## src/verilog/lrs_cfg.svh

```systemverilog
// lrs_cfg.svh: offsets, field positions, reset values and counts for the lane status block
// assumes inclusion by its bare name from the lane and top design files of the block
`ifndef LRS_CFG_SVH
`define LRS_CFG_SVH

`define LRS_LANES 4
`define LRS_ADDR_CTRL 12'h000
`define LRS_ADDR_LANE_EN 12'h004
`define LRS_ADDR_STATUS 12'h008
`define LRS_ADDR_STATE 12'h00c
`define LRS_CTRL_PIPE 0
`define LRS_CTRL_FABRST 1
`define LRS_CTRL_SHARED 2
`define LRS_CTRL_RST 3'h0
`define LRS_LANE_EN_RST 4'hf
`define LRS_STAT_READY 0
`define LRS_STAT_VALID 4
`define LRS_STAT_IDLE 8
`define LRS_STAT_STABLE 12
`define LRS_VALID_DLY 3'h4
`define LRS_TX_DIV 2'h3
`define LRS_RX_DIV 2'h2

`endif

```

## src/verilog/lrs_pkg.sv

```systemverilog
// lrs_pkg.sv: types shared by the lane status block
// assumes nothing beyond a SystemVerilog compiler
package lrs_pkg;

	typedef enum logic [1:0] {
		lrs_hold = 2'b00,
		lrs_settle = 2'b01,
		lrs_live = 2'b10
	} lrs_state_t;

	typedef logic [3:0] lrs_lanes_t;

endpackage

```

## src/verilog/lrs_lane.sv

```systemverilog
// lrs_lane.sv: ready, data-valid, idle and clock-stable flags of one lane
// assumes lane inputs synchronous to pclk and rx_tick marking recovered clock edges
`timescale 1ns/1ps
`include "lrs_cfg.svh"

module lrs_lane (
	input wire logic pclk, // block clock
	input wire logic presetn, // async reset, active low
	input wire logic pcs_arst_n, // pcs async reset, active low
	input wire logic pipe_mode, // pipe receive mode
	input wire logic rx_tick, // recovered clock edge
	input wire logic cdr_lock, // cdr phase locked
	input wire logic deser_pwr, // deserializer powered up
	input wire logic sig_present, // serial transitions arriving
	input wire logic align_done, // initial comma alignment done
	input wire logic tx_pll_lock, // transmit pll locked
	input wire logic idle_detect, // raw electrical idle detect
	output logic ready_r, // receive ready flag
	output logic valid_r, // receive data-valid flag
	output logic idle_r, // electrical idle flag
	output logic stable_r, // transmit clock stable flag
	output lrs_pkg::lrs_state_t state_r // receive sequencer state
);
	import lrs_pkg::*;

	logic [2:0] cnt_r;

	// ready from lock
	// low without data
	always_ff @(posedge pclk or negedge presetn) begin
		if (!presetn) begin
			ready_r <= 1'b0;
		end else begin
			ready_r <= cdr_lock & deser_pwr & sig_present;
		end
	end

	// pll lock flag
	always_ff @(posedge pclk or negedge presetn) begin
		if (!presetn) begin
			stable_r <= 1'b0;
		end else begin
			stable_r <= tx_pll_lock;
		end
	end

	// set now, clear on tick
	always_ff @(posedge pclk or negedge presetn) begin
		if (!presetn) begin
			idle_r <= 1'b0;
		end else if (idle_detect) begin
			idle_r <= 1'b1;
		end else if (rx_tick) begin
			idle_r <= 1'b0;
		end
	end

	// self-reset without lock
	always_ff @(posedge pclk or negedge pcs_arst_n) begin
		if (!pcs_arst_n) begin
			state_r <= lrs_hold;
			cnt_r <= 3'h0;
			valid_r <= 1'b0;
		end else if (!ready_r) begin
			state_r <= lrs_hold;
			cnt_r <= 3'h0;
			valid_r <= 1'b0;
		end else begin
			case (state_r)
				lrs_hold: begin
					// pipe waits alignment
					if (!pipe_mode || align_done) begin
						state_r <= lrs_settle;
						cnt_r <= `LRS_VALID_DLY - 3'h1;
					end
				end
				lrs_settle: begin
					// valid shortly after
					if (cnt_r == 3'h0) begin
						state_r <= lrs_live;
						// data now real
						valid_r <= 1'b1;
					end else begin
						cnt_r <= cnt_r - 3'h1;
					end
				end
				lrs_live: begin
					valid_r <= 1'b1;
				end
				default: begin
					state_r <= lrs_hold;
					valid_r <= 1'b0;
				end
			endcase
		end
	end
endmodule

```

## src/verilog/lrs_top.sv

```systemverilog
// lrs_top.sv: four-lane status flags, fifo clock enables and their APB register file
// assumes lane status inputs synchronous to pclk; fifo and lane clocks are enable pulses
//
// Added by the designer: the register addresses and the APB interface to the registers.

`timescale 1ns/1ps
`include "lrs_cfg.svh"

// Overview of operation
// data-valid high only when datapath initialised
// non-pipe receive pcs self-resets without lock
// data-valid rises shortly after ready rises
// fabric may hold pcs reset until ready
// pipe valid needs lock and comma alignment
// ready when cdr locked and deserializer up
// ready low without incoming serial data
// loopback: fabric releases transmitter before waiting
// idle sets at once, clears on edge
// clock-stable high while transmit pll locked
// lane zero clock shared by all lanes
// shared mode drives every fifo clock
// lane index runs zero to three only
// pcs reset is async active-low fabric input
// fabric synchronises ready and stable flags
module lrs_top (
	input wire logic pclk, // 40 MHz block clock
	input wire logic presetn, // async reset, active low
	input wire logic [11:0] paddr, // apb byte address
	input wire logic psel, // apb select
	input wire logic penable, // apb access phase
	input wire logic pwrite, // apb write
	input wire logic [31:0] pwdata, // apb write data
	output logic [31:0] prdata, // apb read data
	output logic pready, // apb ready
	output logic pslverr, // apb error, unmapped address
	input wire lrs_pkg::lrs_lanes_t cdr_lock, // cdr locked per lane
	input wire lrs_pkg::lrs_lanes_t deser_pwr, // deserializer powered per lane
	input wire lrs_pkg::lrs_lanes_t sig_present, // serial transitions per lane
	input wire lrs_pkg::lrs_lanes_t align_done, // comma alignment done per lane
	input wire lrs_pkg::lrs_lanes_t tx_pll_lock, // transmit pll lock per lane
	input wire lrs_pkg::lrs_lanes_t idle_detect, // raw idle detect per lane
	input wire lrs_pkg::lrs_lanes_t pcs_async_reset_n, // pcs reset per lane, low
	output lrs_pkg::lrs_lanes_t rx_ready, // receive ready per lane
	output lrs_pkg::lrs_lanes_t rx_data_valid_flag, // data valid per lane
	output lrs_pkg::lrs_lanes_t rx_idle, // electrical idle per lane
	output lrs_pkg::lrs_lanes_t tx_clk_stable, // transmit clock stable per lane
	output lrs_pkg::lrs_lanes_t rx_fifo_clock, // receive fifo clock enable
	output lrs_pkg::lrs_lanes_t tx_fifo_clock, // transmit fifo clock enable
	output logic shared_lane_clock // lane zero transmit clock enable
);
	import lrs_pkg::*;

	logic [2:0] ctrl_r;
	lrs_lanes_t lane_en_r;
	lrs_lanes_t lane_arst_n;
	lrs_state_t lane_state [`LRS_LANES];
	logic [1:0] tx_div_r;
	logic [1:0] rx_div_r;
	logic tx_tick_r;
	logic rx_tick_r;
	logic apb_setup;
	logic apb_write;
	logic addr_hit;
	logic [31:0] rd_data;

	assign apb_setup = psel && !penable;
	assign apb_write = psel && penable && pready && pwrite;

	// transmit clock divider, one pulse every four cycles
	always_ff @(posedge pclk or negedge presetn) begin
		if (!presetn) begin
			tx_div_r <= 2'h0;
			tx_tick_r <= 1'b0;
		end else begin
			if (tx_div_r == `LRS_TX_DIV) begin
				tx_div_r <= 2'h0;
			end else begin
				tx_div_r <= tx_div_r + 2'h1;
			end
			tx_tick_r <= (tx_div_r == `LRS_TX_DIV);
		end
	end

	// recovered clock divider, one pulse every three cycles
	always_ff @(posedge pclk or negedge presetn) begin
		if (!presetn) begin
			rx_div_r <= 2'h0;
			rx_tick_r <= 1'b0;
		end else begin
			if (rx_div_r == `LRS_RX_DIV) begin
				rx_div_r <= 2'h0;
			end else begin
				rx_div_r <= rx_div_r + 2'h1;
			end
			rx_tick_r <= (rx_div_r == `LRS_RX_DIV);
		end
	end

	// four lanes only
	genvar g;
	generate
		for (g = 0; g < `LRS_LANES; g++) begin : gen_lane
			// async pcs reset
			// fabric holds reset
			assign lane_arst_n[g] = presetn & lane_en_r[g]
				& (pcs_async_reset_n[g] | ~ctrl_r[`LRS_CTRL_FABRST]);

			lrs_lane u_lane (
				.pclk(pclk),
				.presetn(presetn),
				.pcs_arst_n(lane_arst_n[g]),
				.pipe_mode(ctrl_r[`LRS_CTRL_PIPE]),
				.rx_tick(rx_tick_r),
				.cdr_lock(cdr_lock[g]),
				.deser_pwr(deser_pwr[g]),
				.sig_present(sig_present[g]),
				.align_done(align_done[g]),
				.tx_pll_lock(tx_pll_lock[g]),
				.idle_detect(idle_detect[g]),
				.ready_r(rx_ready[g]),
				.valid_r(rx_data_valid_flag[g]),
				.idle_r(rx_idle[g]),
				.stable_r(tx_clk_stable[g]),
				.state_r(lane_state[g])
			);

		end
	endgenerate

	// lane zero clock
	always_ff @(posedge pclk or negedge presetn) begin
		if (!presetn) begin
			shared_lane_clock <= 1'b0;
		end else begin
			shared_lane_clock <= tx_tick_r & tx_clk_stable[0];
		end
	end

	// fifo clocks from shared
	always_ff @(posedge pclk or negedge presetn) begin
		if (!presetn) begin
			tx_fifo_clock <= 4'h0;
			rx_fifo_clock <= 4'h0;
		end else begin
			for (int i = 0; i < `LRS_LANES; i++) begin
				if (ctrl_r[`LRS_CTRL_SHARED]) begin
					tx_fifo_clock[i] <= tx_tick_r & tx_clk_stable[0];
					rx_fifo_clock[i] <= tx_tick_r & tx_clk_stable[0];
				end else begin
					tx_fifo_clock[i] <= tx_tick_r & tx_clk_stable[i];
					rx_fifo_clock[i] <= rx_tick_r & rx_ready[i];
				end
			end
		end
	end

	// control register: pipe mode, fabric reset control, shared clock
	always_ff @(posedge pclk or negedge presetn) begin
		if (!presetn) begin
			ctrl_r <= `LRS_CTRL_RST;
		end else if (apb_write && paddr == `LRS_ADDR_CTRL) begin
			ctrl_r <= pwdata[2:0];
		end
	end

	// lane enable mask, a cleared bit holds that lane's pcs in reset
	always_ff @(posedge pclk or negedge presetn) begin
		if (!presetn) begin
			lane_en_r <= `LRS_LANE_EN_RST;
		end else if (apb_write && paddr == `LRS_ADDR_LANE_EN) begin
			lane_en_r <= pwdata[3:0];
		end
	end

	// read mux and address decode
	always_comb begin
		rd_data = 32'h0;
		addr_hit = 1'b1;
		if (paddr == `LRS_ADDR_CTRL) begin
			rd_data[2:0] = ctrl_r;
		end else if (paddr == `LRS_ADDR_LANE_EN) begin
			rd_data[3:0] = lane_en_r;
		end else if (paddr == `LRS_ADDR_STATUS) begin
			rd_data[`LRS_STAT_READY +: 4] = rx_ready;
			rd_data[`LRS_STAT_VALID +: 4] = rx_data_valid_flag;
			rd_data[`LRS_STAT_IDLE +: 4] = rx_idle;
			rd_data[`LRS_STAT_STABLE +: 4] = tx_clk_stable;
		end else if (paddr == `LRS_ADDR_STATE) begin
			for (int i = 0; i < `LRS_LANES; i++) begin
				rd_data[2 * i +: 2] = lane_state[i];
			end
		end else begin
			addr_hit = 1'b0;
		end
	end

	// answer in the first access cycle, no wait states
	always_ff @(posedge pclk or negedge presetn) begin
		if (!presetn) begin
			pready <= 1'b0;
			pslverr <= 1'b0;
			prdata <= 32'h0;
		end else begin
			pready <= apb_setup;
			pslverr <= apb_setup && !addr_hit;
			if (apb_setup && !pwrite) begin
				prdata <= rd_data;
			end else begin
				prdata <= 32'h0;
			end
		end
	end
endmodule

```

## config.mk

```make
export PLATFORM = sky130hd
export DESIGN_NAME = lrs_top
export DESIGN_NICKNAME = d
export VERILOG_FILES = /design/src/verilog/lrs_pkg.sv /design/src/verilog/lrs_lane.sv /design/src/verilog/lrs_top.sv
export VERILOG_INCLUDE_DIRS = /design/src /design/src/verilog
export SDC_FILE = /design/constraint.sdc
export NUM_CORES = 1
export LEC_CHECK = 0
export BUFFER_PORTS_ARGS = -buffer_cell sky130_fd_sc_hd__buf_4
export CAP_MARGIN = 20
export CELL_PAD_IN_SITES_DETAIL_PLACEMENT = 1
export CELL_PAD_IN_SITES_GLOBAL_PLACEMENT = 1
export CORE_MARGIN = 4
export CORE_UTILIZATION = 38
export CTS_CLUSTER_DIAMETER = 150
export CTS_CLUSTER_SIZE = 25
export DETAILED_ROUTE_END_ITERATION = 8
export HOLD_SLACK_MARGIN = 0.12
export MAX_ROUTING_LAYER = met4
export PLACE_DENSITY_LB_ADDON = 0.1
export SYNTH_ARGS = -nofsm -noshare
export SYNTH_HDL_FRONTEND = slang
export SYNTH_HIERARCHICAL = 1
export SYNTH_SLANG_ARGS = --single-unit
```

## constraint.sdc

```tcl
create_clock -name pclk -period 1.21 [get_ports pclk]
set_clock_uncertainty 0.05 [all_clocks]
set_input_delay 0.121 -clock pclk [delete_from_list [all_inputs] [get_ports pclk]]
set_output_delay 0.121 -clock pclk [all_outputs]
set_load 0.02 [all_outputs]
```

==> out/qor.yml, run 1 <==
mostFrequentLayoutCell: "buf_4"
core_um2: 9819
grt_pass1_vias: 3522
cp-endpoint: "gen_lane[3].u_lane/valid_r$_DFFE_PN0P_"
antenna_found_initial: 0
synthAdderAreaFrac_pct: 8.149
hpwl_mm: 7.842
finalSetupViolations: 35
crit_path_start: "gen_lane[3].u_lane/state_r[0]$_DFFE_PN0P_"
chipWidth_um: 108.5
synth_top_family_by_area: "simple AND/OR/NAND/NOR gates"
arrival_ns: 1.74
period_needed_ns: 1.499
drt_iter0_drc: 77
dieArea_um2: 11770
synth_compound_area_share_pct: 9.355
synth.area.mux_share_pct: 8.572
n_fill_cell: 1080
yosys_warnings: 6
io_pins: 136
vdd_ir_drop_max_uv: 577.7
cts_tree: "done"
rr_worst_depth: 5
total_power_mw: 5.397
drc_errors: 0
routed_wirelength_mm: 11.80
rsz0062_at_grt: "yes"
hold_buffers: 31
synth_edf_count: 0
ys_seq_elements: 75
placed_area_um2: 5021
preCtsSetupSlack_ns: -0.2964
die_h_um: 108.5
critPathRequiredTime_ns: 1.46
powerDensity_nw_per_um2: 907.4
rr_endpoint: "gen_lane[3].u_lane/valid_r$_DFFE_PN0P_"
dpl.cell_count: 585
ys_types: 41
grt_pass1_wl_mm: 18.44
async_reset_ff_share_pct: 100.0
violations: "negative setup slack"
drv_cap: 0
worstPathMaxFanout: 5
finalMaxSlewViolations: 0
synth_xor_area_share_pct: 0
ys.flop_type: "dfrtp_1"
post_drt_wl_per_cell_um: 18.09
ys_seq_area_share_pct: 49.02
synth_area_leaders: "dfrtp_1 46%, ha_1 8.1%, mux2i_1 4.2%"
syn2layout_area_growth_pct: 54.95
cts_buffers: 9
finalHoldViolations: 0
syn_area_um2: 3839
drt_first_pass_iters: 4
fmax_ghz: 0.6673
grt_util_all_layers_pct: 21.49
cts.sinks: 75
layout.cells.non_filler: 652
setup_tns_ns: -6.888
insertion_delay_ns: 0.37
avgSynthCellArea_um2: 11.85
reg2reg_from: "gen_lane[3].u_lane/state_r[0]$_DFFE_PN0P_"
status: "finished, violations left"
num_vias: 3100
final_cell_mix: "141 x buf_4, 65 x dfrtp_1, 35 x nand2_1, 31 x dlygate4sd3_1, 17 x inv_1"
gr-total-overflow: 0
drive_above_1_share_pct: 50.87
drtAntennaViolNets: 0
final_area_um2: 5948
core.rowCount: 36
end_kind: "flop"
critPathKind: "reg2reg"
antennaDiodeCount: 0
start_util_pct: 39.09
layout_worst_path_cycle_share_pct: 123.8
vias_per_cell: 4.755
synth_top_area_share_pct: 46.28
clk_pin_slew_ns: 0.09
hold_path_class: "in2reg"
fin_ws_ns: -0.2885
grt_max_degree: 25
finalNetCount: 616
cts_root_buffer: "clkbuf_8"
reg2reg_slack_ns: -0.29
yosys.area_share.simple_pct: 17.67
power.leakage_nw: 2.858
startpoint_type: "flop"
io_buffer_count: 91
synth_top_area_cell: "dfrtp_1"
h-tree-depth: 3
clockBufferDepth: 2
gp_congestion: 0.7607
syn-instance-count: 324
## through the flow
| stage | hold WS (ns) | utilization (%) |
|---|---|---|
| after floorplan | -0.2246 | - |
| after global placement | -0.01278 | 51.13 |
| after detailed placement | -0.01558 | 51.13 |
| after CTS | 0.03813 | 59.48 |
| after global routing | 0.06023 | 60.58 |
| final | 0.05245 | 60.58 |
## sequential cells by signal, indices dropped and copies added (netlist names)
name,count
gen_lane.u_lane/cnt_r,12
tx_div_r,2
tx_fifo_clock,4
gen_lane.u_lane/ready_r,4
gen_lane.u_lane/idle_r,4
gen_lane.u_lane/stable_r,4
pready,1
ctrl_r,3
tx_tick_r,1
gen_lane.u_lane/state_r,8
rx_tick_r,1
gen_lane.u_lane/valid_r,4
pslverr,1
lane_en_r,4
rx_div_r,2
rx_fifo_clock,4
prdata,16
## worst max-delay path, stage by stage (launching register included)
cell,delay [ns]
dfrtp_1,0.43
buf_6,0.14
ha_4,0.17
nor2b_4,0.15
or3b_1,0.36
a21boi_2,0.14
## cells in the mapped netlist (5+ instances only)
cell and n:
a21o_1 8, and2_1 5, and3_1 13, buf_4 19
dfrtp_1 71, ha_1 25, inv_1 28, mux2_2 6
mux2i_1 16, nand2_1 35, nand3b_1 5, nor2_1 7
nor3_1 8
## layout make-up
| cell class | instances | area [µm²] | area share (%) |
|---|---|---|---|
| repair buffers | 188 | 1565 | 26.31 |
| flip-flops and latches | 75 | 1889 | 31.76 |
| inverters | 28 | 105.1 | 1.767 |
| clock inverters | 7 | 63.81 | 1.073 |
| well taps | 133 | 166.4 | 2.798 |
| clock buffers | 9 | 123.9 | 2.082 |
| multi-input cells | 212 | 2034 | 34.20 |
## metal layers
metal  GRT usage, %  part of all wire [%]
met5              -                     0
met4          8.296                   2.5
met2          38.44                    53
met1          23.82                    40
met3          3.642                   4.4
## worst min path at each step
| stage | end | cells past startpoint | startpoint | slack, ns |
|---|---|---|---|---|
| after floorplan | ctrl_r[0]$_DFFE_PN0P_ | 0 | presetn | -0.22 |
| after global placement | tx_tick_r$_DFF_PN0_ | 1 | presetn | -0.01 |
| after detailed placement | gen_lane[0].u_lane/idle_r$_DFFE_PN0P_ | 1 | presetn | -0.02 |
| after CTS | pslverr$_DFF_PN0_ | 4 | paddr[6] | 0.04 |
| after global routing | pslverr$_DFF_PN0_ | 4 | paddr[7] | 0.06 |
| final | pslverr$_DFF_PN0_ | 4 | paddr[6] | 0.05 |
## logic make-up (layout without fill, tap and decap cells)
family | count (synthesis) | in the layout
flip-flops | 75 | 75
other | 1 | 16
adder cells (fa/ha/maj) | 25 | 25
AO/OA/AOI/OAI | 40 | 40
buffers and inverters | 52 | 232
AND/OR/NAND/NOR | 104 | 104
multiplexers | 27 | 27
## power breakdown
group | internal (mW) | switching, mW | leakage, nW
sequential | 2.56 | 0.0401 | 0.973
combinational | 0.480 | 0.412 | 1.79
clock | 0.794 | 1.11 | 0.0907
total | 3.83 | 1.56 | 2.86
## what timing repair did
item,in CTS,in global routing
setup buffers,17,4
pin swaps,15,20
gates resized for setup,40,19
endpoints found under the hold margin,96,1
endpoints found under the setup margin,38,40
Power figures use the tool's default switching activity.
==> run 2: changes to the inputs <==
ABC_AREA = 1   (was default)
CORE_UTILIZATION = 37   (was 38)
==> out/qor.yml, run 2 <==
avgSynthCellArea_um2: 9.064  # -23%
comb_power_share_pct: 18.1  # +1.6 points
top_register: "prdata"
cts_buffers: 9  # unchanged
critPathRequiredTime_ns: 1.40  # -0.06 ns
wl_met2_mm: 6.581  # +4.3%
cpMostUsedCell: "nand2_2"
drc_errors: 0  # unchanged
chipWidth_um: 113.6  # +4.7%
insertion_delay_ns: 0.36  # about the same
powerDensity_nw_per_um2: 817.4  # -9.9%
drive_above_1_share_pct: 49.85  # -1.0 points
gr-total-overflow: 0  # unchanged
cp_num_buf_inv: 2  # +1
drt_first_pass_iters: 5  # +1
syn_area_um2: 4124  # +7.4%
max_stage_delay_ns: 0.43  # about the same
final_area_um2: 6544  # +10%
layout_worst_path_cycle_share_pct: 109.2  # -15 points
cts.sinks: 75  # unchanged
vias_per_cell: 4.726  # -0.59%
switching_share_pct: 28.83  # -0.12 points
ys.flop_type: "dfrtp_1"
crit_slowest_cell: "dfrtp_1"
routed_wirelength_mm: 12.48  # +5.8%
final_cell_mix: "150 x buf_4, 68 x nand2_1, 67 x dfrtp_1, 39 x inv_1, 35 x dlygate4sd3_1"
antenna_found_initial: 0  # unchanged
grt_max_degree: 43  # +72%
period_needed_ns: 1.321  # -0.1772 ns
synth_edf_count: 0  # unchanged
antennaDiodeCount: 0  # unchanged
syn2layout_area_growth_pct: 58.68
h-tree-depth: 3  # unchanged
grt_pass1_wl_mm: 20.38  # +11%
io_pins: 136  # unchanged
synth_top_area_cell: "dfrtp_1"
clockBufferDepth: 2  # unchanged
internal_power_mw: 3.807  # -0.73%
grt_pass1_vias: 4116  # +17%
syn-instance-count: 455  # +40%
synthTopCellsByCount: "95 x nand2_1, 71 x dfrtp_1, 55 x inv_1"
total_power_mw: 5.349  # -0.89%
crit_chain: "inv_2, ha_4, nand2_4, clkinv_4, nand2_8, nand3_4, nand2_2, nand2_2"
clkPwrFrac_pct: 33.2  # -2.1 points
ys_seq_elements: 75  # unchanged
num_vias: 3800  # +23%
ys_seq_area_share_pct: 45.63  # -3.4 points
power.leakage_nw: 3.351  # +17%
cts_tree: "done"
violations: "negative setup slack"
dieArea_um2: 12900  # +9.6%
largest_register_ffs: 16  # unchanged
synth_area_leaders: "dfrtp_1 43%, nand2_1 8.6%, ha_1 7.6%"
reg2reg_slack_ns: -0.11  # +0.18 ns
fin_ws_ns: -0.1113  # +0.1772 ns
rsz0062_at_grt: "yes"
finalMaxSlewViolations: 0  # unchanged
grt_util_all_layers_pct: 20.67  # -0.82 points
clk_pin_slew_ns: 0.08  # about the same
drv_cap: 0  # unchanged
yosys_warnings: 6  # unchanged
finalHoldViolations: 0  # unchanged
end_kind: "flop"
dpl.cell_count: 736  # +26%
finalSetupViolations: 25  # -29%
drtAntennaViolNets: 0  # unchanged
hold_buffers: 35  # +13%
wl_met1_mm: 5.156  # +10%
seqPwrFrac_pct: 48.7  # +0.5 points
gp_congestion: 0.7723  # +1.5%
worstPathMaxFanout: 7  # +2
vdd_ir_drop_max_uv: 574.5  # -0.56%
cp_top_family: "flip-flops"
die_h_um: 113.6  # +4.7%
p_sw_mw: 1.542  # -1.3%
synth_most_common_cell: "nand2_1"
status: "finished, violations left"
post_drt_wl_per_cell_um: 15.53  # -14%
placed_area_um2: 5398  # +7.5%
start_util_pct: 37.88  # -1.2 points
finalNetCount: 761  # +24%
preCtsSetupSlack_ns: -0.1305  # +0.1659 ns
core_um2: 10890  # +11%
hold_path_class: "in2reg"
core.rowCount: 38  # +5.6%
mostFrequentLayoutCell: "buf_4"
drt_iter0_drc: 93  # +21%
top_layer: "met4"
startpoint_type: "flop"
critPathKind: "reg2reg"
cts_root_buffer: "clkbuf_8"
hpwl_mm: 8.819  # +12%
fmax_ghz: 0.7568  # +13%
synth_top_area_share_pct: 43.08  # -3.2 points
arrival_ns: 1.51  # -0.23 ns
largest_registers: "prdata: 16 flops, gen_lane.u_lane/cnt_r: 12 flops, gen_lane.u_lane/state_r: 8 flops"
layout.cells.non_filler: 804  # +23%
io_buffer_count: 91  # unchanged
async_reset_ff_share_pct: 100.0  # unchanged
wl_met3_um: 472  # -8.3%
ys_types: 31  # -24%
==> run 2: cell count changes in the layout (fill, tap and decap cells not counted), moves of 9 or more <==
cell and change:
and3_1 -9, buf_4 +9, inv_1 +22, inv_2 +9, mux2i_1 -16, nand2_1 +33, nand2_2 +29, nand2_4 +16
nand3_1 +31, nand3_4 +11, nand4_1 +11, nor2_1 +21
==> run 2: per-stage QoR <==
stage	hold slack, ns	util, %	setup TNS, ns
floorplan	-0.2246	-	-0.01726
global placement	-0.08011	49.57	-1.710
detailed placement	-0.07824	49.57	-3.000
CTS	0.02207	58.35	-1.329
global route	0.03099	60.10	-3.271
finish	0.03460	60.10	-1.527
==> run 2: final timing paths <==
kind,start,end,cells past startpoint
min in group asynchronous,presetn,lane_en_r[0]$_DFFE_PN1P_,2
hold reg to reg,tx_div_r[0]$_DFF_PN0_,tx_div_r[0]$_DFF_PN0_,1
setup / recovery,gen_lane[3].u_lane/state_r[0]$_DFFE_PN0P_,gen_lane[3].u_lane/state_r[1]$_DFFE_PN0P_,8
hold / removal,pwrite,prdata[2]$_DFF_PN0_,4
setup reg to reg,gen_lane[3].u_lane/state_r[0]$_DFFE_PN0P_,gen_lane[3].u_lane/state_r[1]$_DFFE_PN0P_,8
max in group asynchronous,presetn,gen_lane[1].u_lane/ready_r$_DFF_PN0_,3
==> run 2: power by group through the flow <==
| stage | clock (mW) | combinational (mW) | sequential [mW] |
|---|---|---|---|
| 3_3_place_gp | 0 | 0.694 | 2.65 |
| 5_1_grt | 1.95 | 1.05 | 2.61 |
| 4_1_cts | 1.84 | 0.914 | 2.60 |
| 2_1_floorplan | 0 | 0.329 | 2.69 |
| 3_5_place_dp | 0 | 0.709 | 2.65 |
| 6_report | 1.78 | 0.968 | 2.60 |
==> run 2: kinds of logic (layout without fill, tap and decap cells) <==
family,after synthesis,in the layout,share of synthesized area [%]
adders and majority gates,25,25,7.585
other,1,16,0.09093
buffers and inverters,90,284,10.86
and+or+nand+nor,229,229,31.19
DFF,75,75,45.63
AOI/OAI and AO/OA,35,35,4.642
==> run 2: what timing repair did <==
action,in CTS,in global routing
gates resized for setup,70,48
pin swaps,22,21
endpoints found under the hold margin,107,3
endpoints found under the setup margin,29,31
buffers inserted,15,4
==> run 2: per-layer routing <==
layer | track usage (%) | vias to the layer above
li1 | - | 1825
met1 | 24.42 | 1875
met2 | 35.26 | 80
met3 | 3.660 | 20
met4 | 7.692 | 0
met5 | - | -
==> run 2: area by class of cell <==
class	instances	area, µm²
clock inverter	7	52.55
inverter	67	284.0
timing repair buffer	201	1700
fill	1236	4344
tap	140	175.2
sequential	75	1887
clock buffer	9	123.9
multi-input combinational	305	2321
==> run 2: worst min-delay path, delay by kind of cell <==
kind | cells | cell delay, ns
simple gates | 2 | 0.12
buf+inv | 1 | 0.09
compound gates | 1 | 0.08
